## config.mk

```make
export PLATFORM = sky130hd
export DESIGN_NAME = memory_ctrl_config_regs
export DESIGN_NICKNAME = d
export VERILOG_FILES = /design/src/core/mcu_cfg_pkg.sv /design/src/core/cfg_write_if.sv /design/src/core/cfg_store.sv /design/src/core/memory_ctrl_config_regs.sv
export SDC_FILE = /design/constraint.sdc
export NUM_CORES = 1
export LEC_CHECK = 0
export BUFFER_PORTS_ARGS = -buffer_cell sky130_fd_sc_hd__buf_2
export CAP_MARGIN = 15
export CORE_AREA = 2 2 83 85
export DETAILED_ROUTE_END_ITERATION = 6
export DIE_AREA = 0 0 85 87
export SLEW_MARGIN = 30
export SYNTH_ARGS = -nofsm -noshare
export SYNTH_HDL_FRONTEND = slang
export SYNTH_SLANG_ARGS = --single-unit
```

## constraint.sdc

```tcl
create_clock -name pclk -period 1.2 [get_ports pclk]
set_input_delay 0.12 -clock pclk [delete_from_list [all_inputs] [get_ports pclk]]
set_output_delay 0.12 -clock pclk [all_outputs]
set_load 0.01 [all_outputs]
```

## src/core/mcu_cfg_pkg.sv

```systemverilog
// package of register offsets, field positions, reset values and encodings
// for the memory controller configuration register bank.
// assumes a 32-bit apb master with byte addresses equal to four times the index.
package mcu_cfg_pkg;

    // ==========================================================
    // register indices (byte address = index * 4)
    localparam logic [7:0] idx_chip_identifier   = 8'h20;
    localparam logic [7:0] idx_capability_report = 8'h21;
    localparam logic [7:0] idx_cache_control     = 8'h22;
    localparam logic [7:0] idx_burst_option      = 8'h23;
    localparam logic [7:0] idx_dram_options_one  = 8'h24;

    // ==========================================================
    // identity and reset values
    // revision and controller codes: arbitrary neutral values
    localparam logic [3:0] revision_code    = 4'h5;
    localparam logic [3:0] controller_code  = 4'h9;
    localparam logic       double_index_sup = 1'b0;
    localparam logic [7:0] capability_reset = 8'h01;
    localparam logic [7:0] cache_reset      = 8'h00;
    localparam logic [7:0] dram_one_reset   = 8'h00;
    localparam logic       burst_reset      = 1'b0;

    // ==========================================================
    // field positions
    localparam int cap_pipeline_bit   = 0;
    localparam int cap_double_idx_bit = 2;
    localparam int cc_enable_bit      = 0;
    localparam int cc_size_lo         = 2;
    localparam int cc_assoc_bit       = 4;
    localparam int cc_flush_bit       = 5;
    localparam int dr_banks_lo        = 0;
    localparam int dr_ilv_lo          = 2;
    localparam int dr_paging_bit      = 5;
    localparam int dr_refresh_bit     = 6;
    localparam int dr_staggered_refresh_en_bit     = 7;
    localparam int burst_bit          = 0;

    // ==========================================================
    // encodings
    typedef enum logic [1:0] {
        size_32k  = 2'b00,
        size_64k  = 2'b01,
        size_128k = 2'b10,
        size_rsvd = 2'b11
    } cache_size_type;

    typedef enum logic [2:0] {
        ilv_none     = 3'b000,
        ilv_two_low  = 3'b001,
        ilv_two_high = 3'b010,
        ilv_two_both = 3'b011,
        ilv_four     = 3'b100
    } interleave_type;

endpackage : mcu_cfg_pkg

```

## src/core/cfg_write_if.sv

```systemverilog
// interface carrying a decoded register write between the apb front end
// and the register store. assumes one clock domain.
`timescale 1ns/1ns
interface cfg_write_if;
    logic       wr_en;
    logic [7:0] wr_index;
    logic [7:0] wr_data;
    logic [7:0] rd_index;
    logic [7:0] rd_data;
    logic       rd_hit;

    modport front (output wr_en, output wr_index, output wr_data,
                   output rd_index, input rd_data, input rd_hit);
    modport store (input wr_en, input wr_index, input wr_data,
                   input rd_index, output rd_data, output rd_hit);
endinterface : cfg_write_if

```

## src/core/cfg_store.sv

```systemverilog
// register store of the configuration bank: holds writable registers and
// answers reads by index. assumes writes arrive as single-cycle strobes.
`timescale 1ns/1ns
module cfg_store (
    input  wire logic        pclk,
    input  wire logic        presetn,
    cfg_write_if.store       port,
    output      logic [7:0]  cache_reg,
    output      logic [7:0]  dram_reg,
    output      logic        burst_reg
);
    import mcu_cfg_pkg::*;

    logic [7:0] next_cache_reg;
    logic [7:0] next_dram_reg;
    logic       next_burst_reg;

    // ==========================================================
    // write decode
    always_comb begin
        next_cache_reg = cache_reg;
        next_dram_reg  = dram_reg;
        next_burst_reg = burst_reg;
        if (port.wr_en) begin
            case (port.wr_index)
                idx_cache_control:    next_cache_reg = port.wr_data;
                idx_dram_options_one: next_dram_reg  = port.wr_data;
                idx_burst_option:     next_burst_reg = port.wr_data[burst_bit];
                default: ;  // identifier and capability writes ignored R1 R2
            endcase
        end
    end

    always_ff @(posedge pclk or negedge presetn) begin
        if (!presetn) begin
            cache_reg <= cache_reset;
            dram_reg  <= dram_one_reset;
            burst_reg <= burst_reset;
        end else begin
            cache_reg <= next_cache_reg;
            dram_reg  <= next_dram_reg;
            burst_reg <= next_burst_reg;
        end
    end

    // ==========================================================
    // read mux
    always_comb begin
        port.rd_data = 8'h00;
        port.rd_hit  = 1'b1;
        case (port.rd_index)
            idx_chip_identifier:   port.rd_data = {controller_code, revision_code};
            idx_capability_report: begin
                port.rd_data = capability_reset;
                port.rd_data[cap_double_idx_bit] = double_index_sup;
            end
            idx_cache_control:     port.rd_data = cache_reg;
            idx_burst_option:      port.rd_data = {7'h00, burst_reg};
            idx_dram_options_one:  port.rd_data = dram_reg;
            default:               port.rd_hit  = 1'b0;
        endcase
    end
endmodule : cfg_store

```

## src/core/memory_ctrl_config_regs.sv

```systemverilog
// top of the memory controller configuration register bank: apb slave,
// register store and decoded configuration outputs for cache and dram logic.
// assumes a single pclk domain and an apb master that holds each request.
//
// The APB interface to the registers is this design's own decision.
`timescale 1ns/1ns

// Notes on behaviour
// identifier returns revision low, controller code high
// capability resets 01h, pipeline bit set, read-only
// capability bit 2 reports second-level indexing support
// cache bit 0 enables cache; reserved preserved
// cache size 32k, 64k, 128k; 11 reserved
// bit 4 direct-mapped, bit 5 flush enable
// zero-wait option affects only read-miss burst
// disabled option adds one wait per fill beat
// software enables zero-wait only with latching rams
// dram options one resets 00h, read-write
// bank count field bits 1:0
// interleave field bits 4:2; 101-111 forbidden
// paging, refresh type, staggered refresh bits 5-7
// indexed registers drive stable outputs on write
// zero-wait option in writable bit, resets off
module memory_ctrl_config_regs (
    input  wire logic                        pclk,
    input  wire logic                        presetn,
    input  wire logic                        psel,
    input  wire logic                        penable,
    input  wire logic                        pwrite,
    input  wire logic [11:0]                 paddr,
    input  wire logic [31:0]                 pwdata,
    input  wire logic [3:0]                  pstrb,
    output      logic [31:0]                 prdata,
    output      logic                        pready,
    output      logic                        pslverr,
    output      logic                        cache_enable,
    output      mcu_cfg_pkg::cache_size_type cache_size,
    output      logic                        cache_direct_mapped,
    output      logic                        cache_flush_enable,
    output      logic [1:0]                  dram_bank_count,
    output      mcu_cfg_pkg::interleave_type dram_interleave,
    output      logic                        dram_paging_en,
    output      logic                        dram_cbr_refresh,
    output      logic                        staggered_refresh_en,
    output      logic                        fill_wait_state
);
    import mcu_cfg_pkg::*;

    cfg_write_if bus ();

    logic [7:0] cache_reg;
    logic [7:0] dram_reg;
    logic       burst_reg;

    // ==========================================================
    // apb front end: one wait state per access, answers in the access phase
    logic        access;
    logic        aligned;
    logic [31:0] next_prdata;
    logic        next_pready;
    logic        next_pslverr;

    assign access       = psel && penable && !pready;
    assign aligned      = (paddr[1:0] == 2'b00) && (paddr[11:10] == 2'b00);
    assign bus.rd_index = paddr[9:2];
    assign bus.wr_index = paddr[9:2];
    assign bus.wr_data  = pwdata[7:0];
    // low byte lane carries the register; writes without it change nothing.
    // the write lands at the edge that completes the transfer, never earlier,
    // and only when the answer carries no error
    assign bus.wr_en    = psel && penable && pready && !pslverr && pwrite && pstrb[0];

    always_comb begin
        next_prdata  = 32'h0000_0000;
        next_pready  = 1'b0;
        next_pslverr = 1'b0;
        if (access) begin
            next_pready  = 1'b1;
            next_pslverr = !(aligned && bus.rd_hit);
            if (!pwrite && aligned && bus.rd_hit) begin
                next_prdata = {24'h00_0000, bus.rd_data};
            end
        end
    end

    // pready goes high one cycle into the access phase, so every transfer has
    // exactly one wait state; this keeps prdata straight from a flip-flop.
    always_ff @(posedge pclk or negedge presetn) begin
        if (!presetn) begin
            prdata  <= 32'h0000_0000;
            pready  <= 1'b0;
            pslverr <= 1'b0;
        end else begin
            prdata  <= next_prdata;
            pready  <= next_pready;
            pslverr <= next_pslverr;
        end
    end

    cfg_store u_store (
        .pclk      (pclk),
        .presetn   (presetn),
        .port      (bus),
        .cache_reg (cache_reg),
        .dram_reg  (dram_reg),
        .burst_reg (burst_reg)
    );

    // ==========================================================
    // decoded configuration outputs, registered once more so they stay glitch free
    logic           next_cache_enable;
    cache_size_type next_cache_size;
    logic           next_direct;
    logic           next_flush;
    logic [1:0]     next_banks;
    interleave_type next_ilv;
    logic           next_paging;
    logic           next_cbr;
    logic           next_staggered_refresh_en;
    logic           next_fill_wait;

    always_comb begin
        next_cache_enable = cache_reg[cc_enable_bit];
        next_cache_size   = cache_size_type'(cache_reg[cc_size_lo +: 2]);
        next_direct       = cache_reg[cc_assoc_bit];
        next_flush        = cache_reg[cc_flush_bit];
        next_banks        = dram_reg[dr_banks_lo +: 2];
        // forbidden interleave codes fall back to none rather than guessing
        case (dram_reg[dr_ilv_lo +: 3])
            3'b000:  next_ilv = ilv_none;
            3'b001:  next_ilv = ilv_two_low;
            3'b010:  next_ilv = ilv_two_high;
            3'b011:  next_ilv = ilv_two_both;
            3'b100:  next_ilv = ilv_four;
            default: next_ilv = ilv_none;
        endcase
        next_paging    = dram_reg[dr_paging_bit];
        next_cbr       = dram_reg[dr_refresh_bit];
        next_staggered_refresh_en   = dram_reg[dr_staggered_refresh_en_bit];
        // wait state on every line-fill beat unless zero-wait chosen; the
        // sequencer applies this only to read-miss fills
        next_fill_wait = !burst_reg;
    end

    always_ff @(posedge pclk or negedge presetn) begin
        if (!presetn) begin
            cache_enable         <= 1'b0;
            cache_size           <= size_32k;
            cache_direct_mapped  <= 1'b0;
            cache_flush_enable   <= 1'b0;
            dram_bank_count      <= 2'b00;
            dram_interleave      <= ilv_none;
            dram_paging_en       <= 1'b0;
            dram_cbr_refresh     <= 1'b0;
            staggered_refresh_en <= 1'b0;
            fill_wait_state      <= 1'b1;
        end else begin
            cache_enable         <= next_cache_enable;
            cache_size           <= next_cache_size;
            cache_direct_mapped  <= next_direct;
            cache_flush_enable   <= next_flush;
            dram_bank_count      <= next_banks;
            dram_interleave      <= next_ilv;
            dram_paging_en       <= next_paging;
            dram_cbr_refresh     <= next_cbr;
            staggered_refresh_en <= next_staggered_refresh_en;
            fill_wait_state      <= next_fill_wait;
        end
    end

endmodule : memory_ctrl_config_regs

```

======== Word-level counts from Yosys, hierarchy flattened ========
Index checks and enable logic that the tools add are counted.
storage, ports and cells
  register bits ........................... 65
  latch bits .............................. 0
  bits in writable memories ............... 0
  bits in read-only memories .............. 0
  output and inout bits ................... 48
  word-level logic and storage cells ...... 53
  memories kept ........................... 0
operators by class
  $add $sub $neg .......................... 0
  $mul .................................... 0
  div/mod/pow operators ................... 0
  magnitude comparators ................... 0
  eq/ne operators ......................... 9
  shifts and indexed selects .............. 0
  mux-type cells .......................... 7
  bitwise logic cells ..................... 0
  reduce and logical (&&, ||, !) cells .... 21
operator list
  cell                number
  $eq 8x6->1 const B  5
  $pmux 8 s5          1
  $mux 32             1
  $pmux 3 s4          1
  $logic_and 1x1->1   10
  $mux 8              1
  $eq 3x2->1 const B  2
  $reduce_and 2->1    3
  $logic_not 1->1     5
  $reduce_or 5->1     1
  $logic_not 2->1     2
  $eq 3x1->1 const B  1
  $eq 3x3->1 const B  1
  $mux 1              3

======== Depth between registers and ports, before layout ========
Gate-level depths: netlist (run 1).
  word-level depth ........................ 6
  depth in mapped cells ................... 4

======== Cells and area by module ========
From an unflattened synthesis (run 1), not the netlist that was laid out.
unflattened totals
  cells, all modules ...................... 153
  area total of the unflattened synthesis .. 1931.9 um^2
modules (own cells, without submodules)
  module                   instances  cells an instance  area an instance (um^2)  sequential area each (um^2)
  memory_ctrl_config_regs  1          78                 1034.7                   601.8
  cfg_store                1          75                 897.1                    425.4

======== Least setup slack after synthesis (run 1) ========
OpenSTA, ideal clock, no wires.
  kind .................................... register to register
  start point ............................. register pslverr
  end point ............................... register u_store.cache_reg[0]
  arrival time ............................ 1.243 ns
  required time ........................... 1.075 ns
  path slack .............................. -0.167 ns
  cell stages (with the launch flop) ...... 4
  buffers on the path ..................... 0
  period minus slack after synthesis ...... 1.367 ns
  path through ............................ dfrtp_1 and4b_1 nand4_4 mux2_2
between the ends
  word-level cells in the longest chain between the ends .. 5
ends and longest elaborated chain
  element                            line                           RTL
  from (decl)                        memory_ctrl_config_regs.sv:35  output logic pslverr,
  from (signal assigned)             memory_ctrl_config_regs.sv:96  pslverr <= next_pslverr;
  $logic_not 1->1                    memory_ctrl_config_regs.sv:71  assign bus.wr_en = psel && penable && pready && !pslverr && pwrite && pstrb[0];
  $logic_and 1x1->1 (3 in series)    memory_ctrl_config_regs.sv:71
  $reduce_and 2->1 (no source line)  --
  to (signal assigned)               cfg_store.sv:36                cache_reg <= cache_reset;
  to (signal assigned)               cfg_store.sv:40                cache_reg <= next_cache_reg;
  to (decl)                          cfg_store.sv:8                 output logic [7:0] cache_reg,
Every way passes these cells.
A chain may end at the register's enable or synchronous reset.

======== Worst setup path after layout (run 1) ========
  start point ............................. register pslverr
  end point ............................... register u_store.dram_reg[6]
between the ends
  word-level cells in the longest chain between the ends .. 5
ends and longest elaborated chain
  element                            line                           RTL
  $logic_not 1->1                    memory_ctrl_config_regs.sv:71
  $logic_and 1x1->1 (3 in series)    memory_ctrl_config_regs.sv:71
  $reduce_and 2->1 (no source line)  --
  to (signal assigned)               cfg_store.sv:37                dram_reg <= dram_one_reset;
  to (signal assigned)               cfg_store.sv:41                dram_reg <= next_dram_reg;
  to (decl)                          cfg_store.sv:9                 output logic [7:0] dram_reg,
Every way passes these cells.

==> impl_metrics.toml, run 1 <==
[run_status]
outcome = "complete, but fails checks"
violations = "negative setup slack"

[timing]
timing_hold_violations_final = 0
setup_viol = 22
max_clock_freq_ghz = 0.715
setup_tns_ps = -2790
rsz0062_at_grt = "true"
setup_slack_ps = -198
period_needed_ps = 1400
finalCritPeriodShare_pct = 116
slew_viol_final = 0
fin_skew_ps = 2.54

[yosys]
synth-edff-count = 0
ys_seq_area_share_pct = 56.0
synth_area_leaders = "dfrtp_1, mux2_2, buf_4"
synth_top_area_share_pct = 54.6
synth_flop_cell = "dfrtp_1"
yosysMostFrequentCell = "dfrtp_1"
yosys-top-cells-count = "dfrtp_1, buf_4, mux2_2, nor2b_1"
synthArstFlopShare_pct = 100
ys_types = 31
synthCells = 131
synth_seq_cells = 41
avgSynthCellArea_um2 = 14.0
yosys.area.top_type = "dfrtp_1"
yosys_warnings = 0
netlist_area_um2 = 1830

[worst_setup_path]
cp_max_fo = 8
start_kind = "flop"
r2r-start = "pslverr"
arrival_ps = 1580
startpoint = "pslverr"
r2r_slack_ps = -200
r2r_end = "u_store.dram_reg[6]"
critical_path_class = "reg2reg"
ff2ff_path_depth = 3
cp.required_ps = 1380
worstSetupEndpointType = "flop"
cp-endpoint = "u_store.dram_reg[6]"

[place]
detailedPlace.worstSlack_ps = -180
dp.final_hpwl_um = 2640
placed_area_um2 = 2160
gp_congestion = 0.735
portBuffers = 49

[layout]
fin_util_pct = 36.7
antenna_cells = 0
drive_gt1_share_pct = 53.8
fin_nets = 249
final_cell_area_um2 = 2410
syn_to_final_growth_pct = 31.5

[floorplan]
core_area_um2 = 6570
die_w_um = 85
die_h_um = 87
start_util_pct = 27.9
die_area_um2 = 7400
std_cell_rows = 30
ios = 101

[global_route]
grt_pass1_vias = 1141
grt_max_degree = 27
grt_overflow = 0
grtUsageTotal_pct = 9.89
antenna_found_initial = 0
grt_first_pass_wirelength_um = 5580

[pwr]
leakage_nw = 1.29
p_comb_share_pct = 8.2
p_sw_mw = 0.619
switching_share_pct = 22.8
p_seq_share_pct = 51.2
ir_drop_v = 0.000577
intPower_mw = 2.10
power.density_nw_per_um2 = 1130
clock_power_share_pct = 40.7

[clocking]
clk_pin_slew_ps = 80
root_buffer = "clkbuf_8"
clockBufferDepth = 2
cts_tree = "yes"
clock_latency_ps = 290
cts_buffers = 5
cts.sinks = 41
cts_max_level = 2

[route]
vias = 1143
drt-initial-drc-count = 47
post-route-drc-count = 0
viasPerCell = 4.13
ant_nets = 0
drt_first_pass_iters = 4
post_drt_wl_per_cell_um = 12.4
wl_um = 3440

[job]
cap_violations = 0

[hold_path]
hp-class = "in2reg"
## worst max-delay path, stage by stage, from the launching register on
cell and delay [ps]:
dfrtp_1 380, and4b_2 360, nand4_4 200, mux2_4 350
## power by group through the flow
| stage | sequential (mW) | combinational, mW | clock, mW |
|---|---|---|---|
| 2_1_floorplan | 1.42 | 0.148 | 0 |
| 3_3_place_gp | 1.42 | 0.212 | 0 |
| 3_5_place_dp | 1.42 | 0.213 | 0 |
| 4_1_cts | 1.39 | 0.222 | 1.14 |
| 5_1_grt | 1.39 | 0.246 | 1.21 |
| 6_report | 1.39 | 0.222 | 1.10 |
## metal layers
metal,share of wire [%],up-vias,track usage [%]
met5,0,-,0
met1,40,554,11.4
met4,1.3,0,4.33
met2,51,44,16.1
li1,-,543,-
met3,7.7,2,4.08
## layout make-up
class | instances | area (um^2)
fill | 630 | 4160
sequential | 41 | 1030
multi-input combinational | 86 | 785
timing repair buffer | 61 | 379
tap | 80 | 100
clock buffer | 5 | 68.8
clock inverter | 3 | 46.3
inverter | 1 | 3.75
## stage by stage
step | cells | total power, mW | hold slack [ps]
after global placement | 265 | 1.63 | 63.3
after global routing | 277 | 2.85 | 60.0
after floorplan | 154 | 1.57 | -176
after detailed placement | 265 | 1.63 | 62.0
final | 277 | 2.71 | 72.2
after CTS | 274 | 2.75 | 63.2
## worst min-delay path by stage
stage | startpoint | endpoint | cells past startpoint
finish | pwdata[3] | u_store.dram_reg[3] | 2
global route | pwdata[6] | u_store.dram_reg[6] | 2
CTS | pwdata[6] | u_store.cache_reg[6] | 2
detailed placement | presetn | pslverr | 1
global placement | presetn | pready | 1
floorplan | presetn | cache_direct_mapped | 0
## kinds of logic (layout without fill, tap and decap cells)
| family | Yosys count | after routing | share of synthesized area (%) |
|---|---|---|---|
| other cells | 1 | 24 | 0.205 |
| mux | 18 | 18 | 11.0 |
| flops | 41 | 41 | 56.0 |
| simple gates | 33 | 33 | 16.5 |
| buf+inv | 27 | 70 | 10.6 |
| compound gates | 11 | 11 | 5.60 |
## cell usage in the layout (no fill, tap or decap), types with 2 or more instances in the layout
master / synthesis / final
nand2b_1: 4 / 4
nor3_4: 0 / 3
a22oi_1: 4 / 4
nor2b_1: 7 / 7
conb_1: 1 / 24
dfrtp_1: 40 / 40
buf_4: 25 / 7
clkbuf_8: 0 / 5
nor3b_2: 2 / 2
buf_2: 0 / 49
a2111oi_4: 0 / 3
nand2_1: 2 / 2
buf_12: 0 / 3
nand4_4: 2 / 2
mux2_2: 17 / 16
## timing repair
| item | in CTS | in global routing |
|---|---|---|
| hold buffers | 1 | 0 |
| setup endpoints to repair | 23 | 25 |
| gates resized for setup | 6 | 7 |
| pin swaps | 6 | 3 |
| buffers inserted | 0 | 3 |
| hold endpoints to repair | 14 | 0 |
Note: power is estimated with default switching activity, not from simulation.
==> run 2, diff against run 1 <==
- REMOVE_ABC_BUFFERS: unset -> 1
==> impl_metrics.toml, run 2 (synthesized netlist as in run 1, its figures left out) <==
[layout]
drive_gt1_share_pct = 54.2
final_common_cell = "buf_2"
final_cell_mix = "buf_2, dfrtp_1, conb_1"
fin_nets = 253
multi_input_area_um2 = 781
stdcell_count = 281
antenna_cells = 0
regArea_um2 = 1030
syn_to_final_growth_pct = 32.0
final.fill_count = 637
fin_util_pct = 36.8

[worst_setup_path]
cp_max_fo = 8
r2r_slack_ps = -180
arrival_ps = 1560
cp.required_ps = 1380
critical_path_class = "reg2reg"
r2r-start = "pslverr"
r2r_end = "u_store.dram_reg[3]"
worstSetupEndpointType = "flop"
start_kind = "flop"
ff2ff_path_depth = 3

[place]
gp_congestion = 0.715
dp.final_hpwl_um = 2710
portBuffers = 49
dp_cells = 268

[timing]
setup_tns_ps = -3160
max_clock_freq_ghz = 0.726
timing_hold_violations_final = 0
fin_skew_ps = 4.73
finalCritPeriodShare_pct = 115
setup_viol = 25
rsz0062_at_grt = "true"
setup_slack_ps = -178
period_needed_ps = 1380
slew_viol_final = 0

[global_route]
grt_max_degree = 23
grtUsageTotal_pct = 10.2
antenna_found_initial = 0
grt_overflow = 0
grt_pass1_vias = 1202
grt_first_pass_wirelength_um = 5700

[pwr]
ir_drop_v = 0.000452
power.density_nw_per_um2 = 1140
leakage_nw = 1.31

[route]
drt-initial-drc-count = 27
post_drt_wl_per_cell_um = 13.3
viasPerCell = 4.17
ant_nets = 0
post-route-drc-count = 0
drt_first_pass_iters = 4
wl_um = 3730
vias = 1172

[clocking]
clock_latency_ps = 290
cts_tree = "yes"
clockBufferDepth = 2
cts_max_level = 2
clk_pin_slew_ps = 80
cts_buffers = 5
cts.sinks = 41
root_buffer = "clkbuf_8"

[hold_path]
hp-class = "in2reg"
min-delay-start = "pwdata[1]"
min_path_cells = 2
hold_end = "u_store.cache_reg[1]"

[run_status]
violations = "negative setup slack"
outcome = "complete, but fails checks"

[floorplan]
core_area_um2 = 6570
die_area_um2 = 7400
ios = 101
std_cell_rows = 30
start_util_pct = 27.9
die_w_um = 85
die_h_um = 87

[job]
cap_violations = 0
-- run 2: changes by cell type in the layout (fill, tap and decap cells not counted), sizes merged --
cell,before,now
buf,60,64
clkbuf,5,7
clkinv,1,0
clkinvlp,1,0
-- run 2: cell type report --
| class | instances | area share, % |
|---|---|---|
| multi-input cells | 86 | 32.3 |
| clock buffers | 7 | 3.57 |
| flip-flops and latches | 41 | 42.5 |
| inverters | 1 | 0.155 |
| repair buffers | 65 | 16.2 |
| clock inverters | 1 | 1.24 |
| well taps | 80 | 4.14 |
-- run 2: metal layers --
layer	up-vias	GRT usage (%)	share of wire (%)
met2	34	18.1	53
met5	-	0	0
met3	5	3.79	6.2
li1	549	-	-
met4	0	4.47	0.83
met1	584	10.9	40
-- run 2: timing repair --
item | CTS | global route
endpoints found under the hold margin | 18 | 0
setup endpoints to repair | 25 | 25
gates resized for setup | 10 | 6
setup buffers | 0 | 4
hold buffers | 1 | 0
pin swaps | 11 | 3
-- run 2: worst max-delay path by stage --
stage,start,end,slack [ps],cells past startpoint
final,pslverr,u_store.dram_reg[3],-180,3
after global routing,pslverr,u_store.dram_reg[3],-220,3
after CTS,pslverr,u_store.dram_reg[6],-170,3
after detailed placement,pslverr,u_store.dram_reg[6],-240,3
after global placement,pslverr,u_store.dram_reg[4],-190,3
after floorplan,pslverr,u_store.cache_reg[0],-170,3
-- run 2: stage by stage --
step | setup WS [ps] | instance area [um^2] | total power [mW] | hold slack [ps]
after global placement | -190 | 2170 | 1.63 | 105
after global routing | -225 | 2420 | 2.87 | 64.6
after floorplan | -167 | 1730 | 1.50 | -176
final | -178 | 2420 | 2.75 | 76.3
after detailed placement | -240 | 2170 | 1.64 | 109
after CTS | -167 | 2360 | 2.78 | 68.2
-- run 2: report_power, final --
| part | internal, mW | switching [mW] |
|---|---|---|
| logic | 0.0916 | 0.139 |
| registers | 1.39 | 0.00286 |
| clock network | 0.678 | 0.457 |
-- run 2: worst max-delay path: stages, from the launching register on --
cell and delay (ps):
dfrtp_1 380, and4b_2 350, nand4_4 210, mux2_2 330
==> run 3, diff against run 2 <==
- CAP_MARGIN: 15 -> unset
- CORE_AREA: 2 2 83 85 -> 2 2 76 78
- DIE_AREA: 0 0 85 87 -> 0 0 78 80
- PLACE_DENSITY: unset -> 0.66
==> impl_metrics.toml, run 3 (synthesized netlist as in run 1, its figures left out) <==
[run_status]
outcome = "complete, but fails checks"
violations = "negative setup slack"

[route]
ant_nets = 0
drt_first_pass_iters = 4
viasPerCell = 4.31
post-route-drc-count = 0
drt-initial-drc-count = 47
post_drt_wl_per_cell_um = 13.0
wl_um = 3530
vias = 1172

[job]
cap_violations = 0

[floorplan]
die_h_um = 80
ios = 101
core_area_um2 = 5410
std_cell_rows = 27
die_area_um2 = 6240
die_w_um = 78
start_util_pct = 33.9

[clocking]
clockBufferDepth = 2
cts_buffers = 5
root_buffer = "clkbuf_8"
cts.sinks = 41
cts_tree = "yes"
clock_latency_ps = 290
cts_max_level = 2
clk_pin_slew_ps = 80

[place]
dp.final_hpwl_um = 2660
gp_congestion = 0.804
portBuffers = 49
dp_cells = 260
placed_area_um2 = 2160
detailedPlace.worstSlack_ps = -240

[global_route]
grt_first_pass_wirelength_um = 5920
grtUsageTotal_pct = 12.4
grt_max_degree = 25
grt_overflow = 0
grt_pass1_vias = 1210
antenna_found_initial = 0

[layout]
final.fill_count = 509
multi_input_area_um2 = 787
antenna_cells = 0
final_cell_mix = "buf_2, dfrtp_1, conb_1"
regArea_um2 = 1030
drive_gt1_share_pct = 54.0
fin_util_pct = 44.7
final_common_cell = "buf_2"
fin_nets = 252
stdcell_count = 272
final_cell_area_um2 = 2410
syn_to_final_growth_pct = 31.7

[timing]
period_needed_ps = 1390
finalCritPeriodShare_pct = 115
setup_viol = 24
max_clock_freq_ghz = 0.722
fin_skew_ps = 9.66
setup_slack_ps = -186
hold-worst-slack_ps = 80.1
rsz0062_at_grt = "true"
slew_viol_final = 0
setup_tns_ps = -3110
timing_hold_violations_final = 0

[worst_setup_path]
r2r_slack_ps = -190
arrival_ps = 1550
r2r-start = "pslverr"
critical_path_class = "reg2reg"
start_kind = "flop"
cp_max_fo = 8
r2r_end = "u_store.cache_reg[4]"
cp.required_ps = 1370
ff2ff_path_depth = 3
worstSetupEndpointType = "flop"

[hold_path]
min_path_cells = 2
min-delay-start = "pwdata[7]"
hp-class = "in2reg"
hold_end = "u_store.dram_reg[7]"

[pwr]
ir_drop_v = 0.000690
p_total_mw = 2.76
power.density_nw_per_um2 = 1140
leakage_nw = 1.32
==> run 3: how the worst max path moves through the flow <==
stage	slack, ps	to	start	depth (start not counted)
after floorplan	-170	u_store.cache_reg[0]	pslverr	3
final	-190	u_store.cache_reg[4]	pslverr	3
after CTS	-190	u_store.cache_reg[4]	pslverr	3
after global routing	-240	u_store.cache_reg[3]	pslverr	3
after global placement	-190	u_store.dram_reg[3]	pslverr	3
after detailed placement	-240	u_store.cache_reg[1]	pslverr	3
==> run 3: power by group <==
| part | leakage [nW] | total, mW | switching [mW] | internal, mW |
|---|---|---|---|---|
| registers | 0.568 | 1.39 | 0.00272 | 1.39 |
| logic | 0.693 | 0.231 | 0.138 | 0.0922 |
| clock network | 0.0585 | 1.14 | 0.459 | 0.678 |
==> run 3: critical path: stages, from the launching register on <==
cell and delay (ps):
dfrtp_1 380, and4b_2 350, nand4_4 190, mux2_2 330
==> run 3: area by class of cell <==
class,instances,area share (%)
Multi-Input combinational cell,86,32.6
Timing Repair Buffer,64,16.1
Sequential cell,41,42.6
Clock inverter,1,1.24
Inverter,1,0.156
Tap cell,72,3.73
Clock buffer,7,3.58
==> run 3: metal layers <==
layer | GRT usage [%] | share of wire [%]
met1 | 15.0 | 41
met2 | 21.0 | 51
met3 | 3.62 | 5.6
met4 | 4.21 | 1.4
met5 | 0 | 0
==> run 3: what timing repair did <==
item,in CTS,in global routing
pin swaps,12,3
setup endpoints to repair,25,25
resized for setup,10,5
endpoints found under the hold margin,16,0
hold buffers,1,0
buffers inserted,0,3
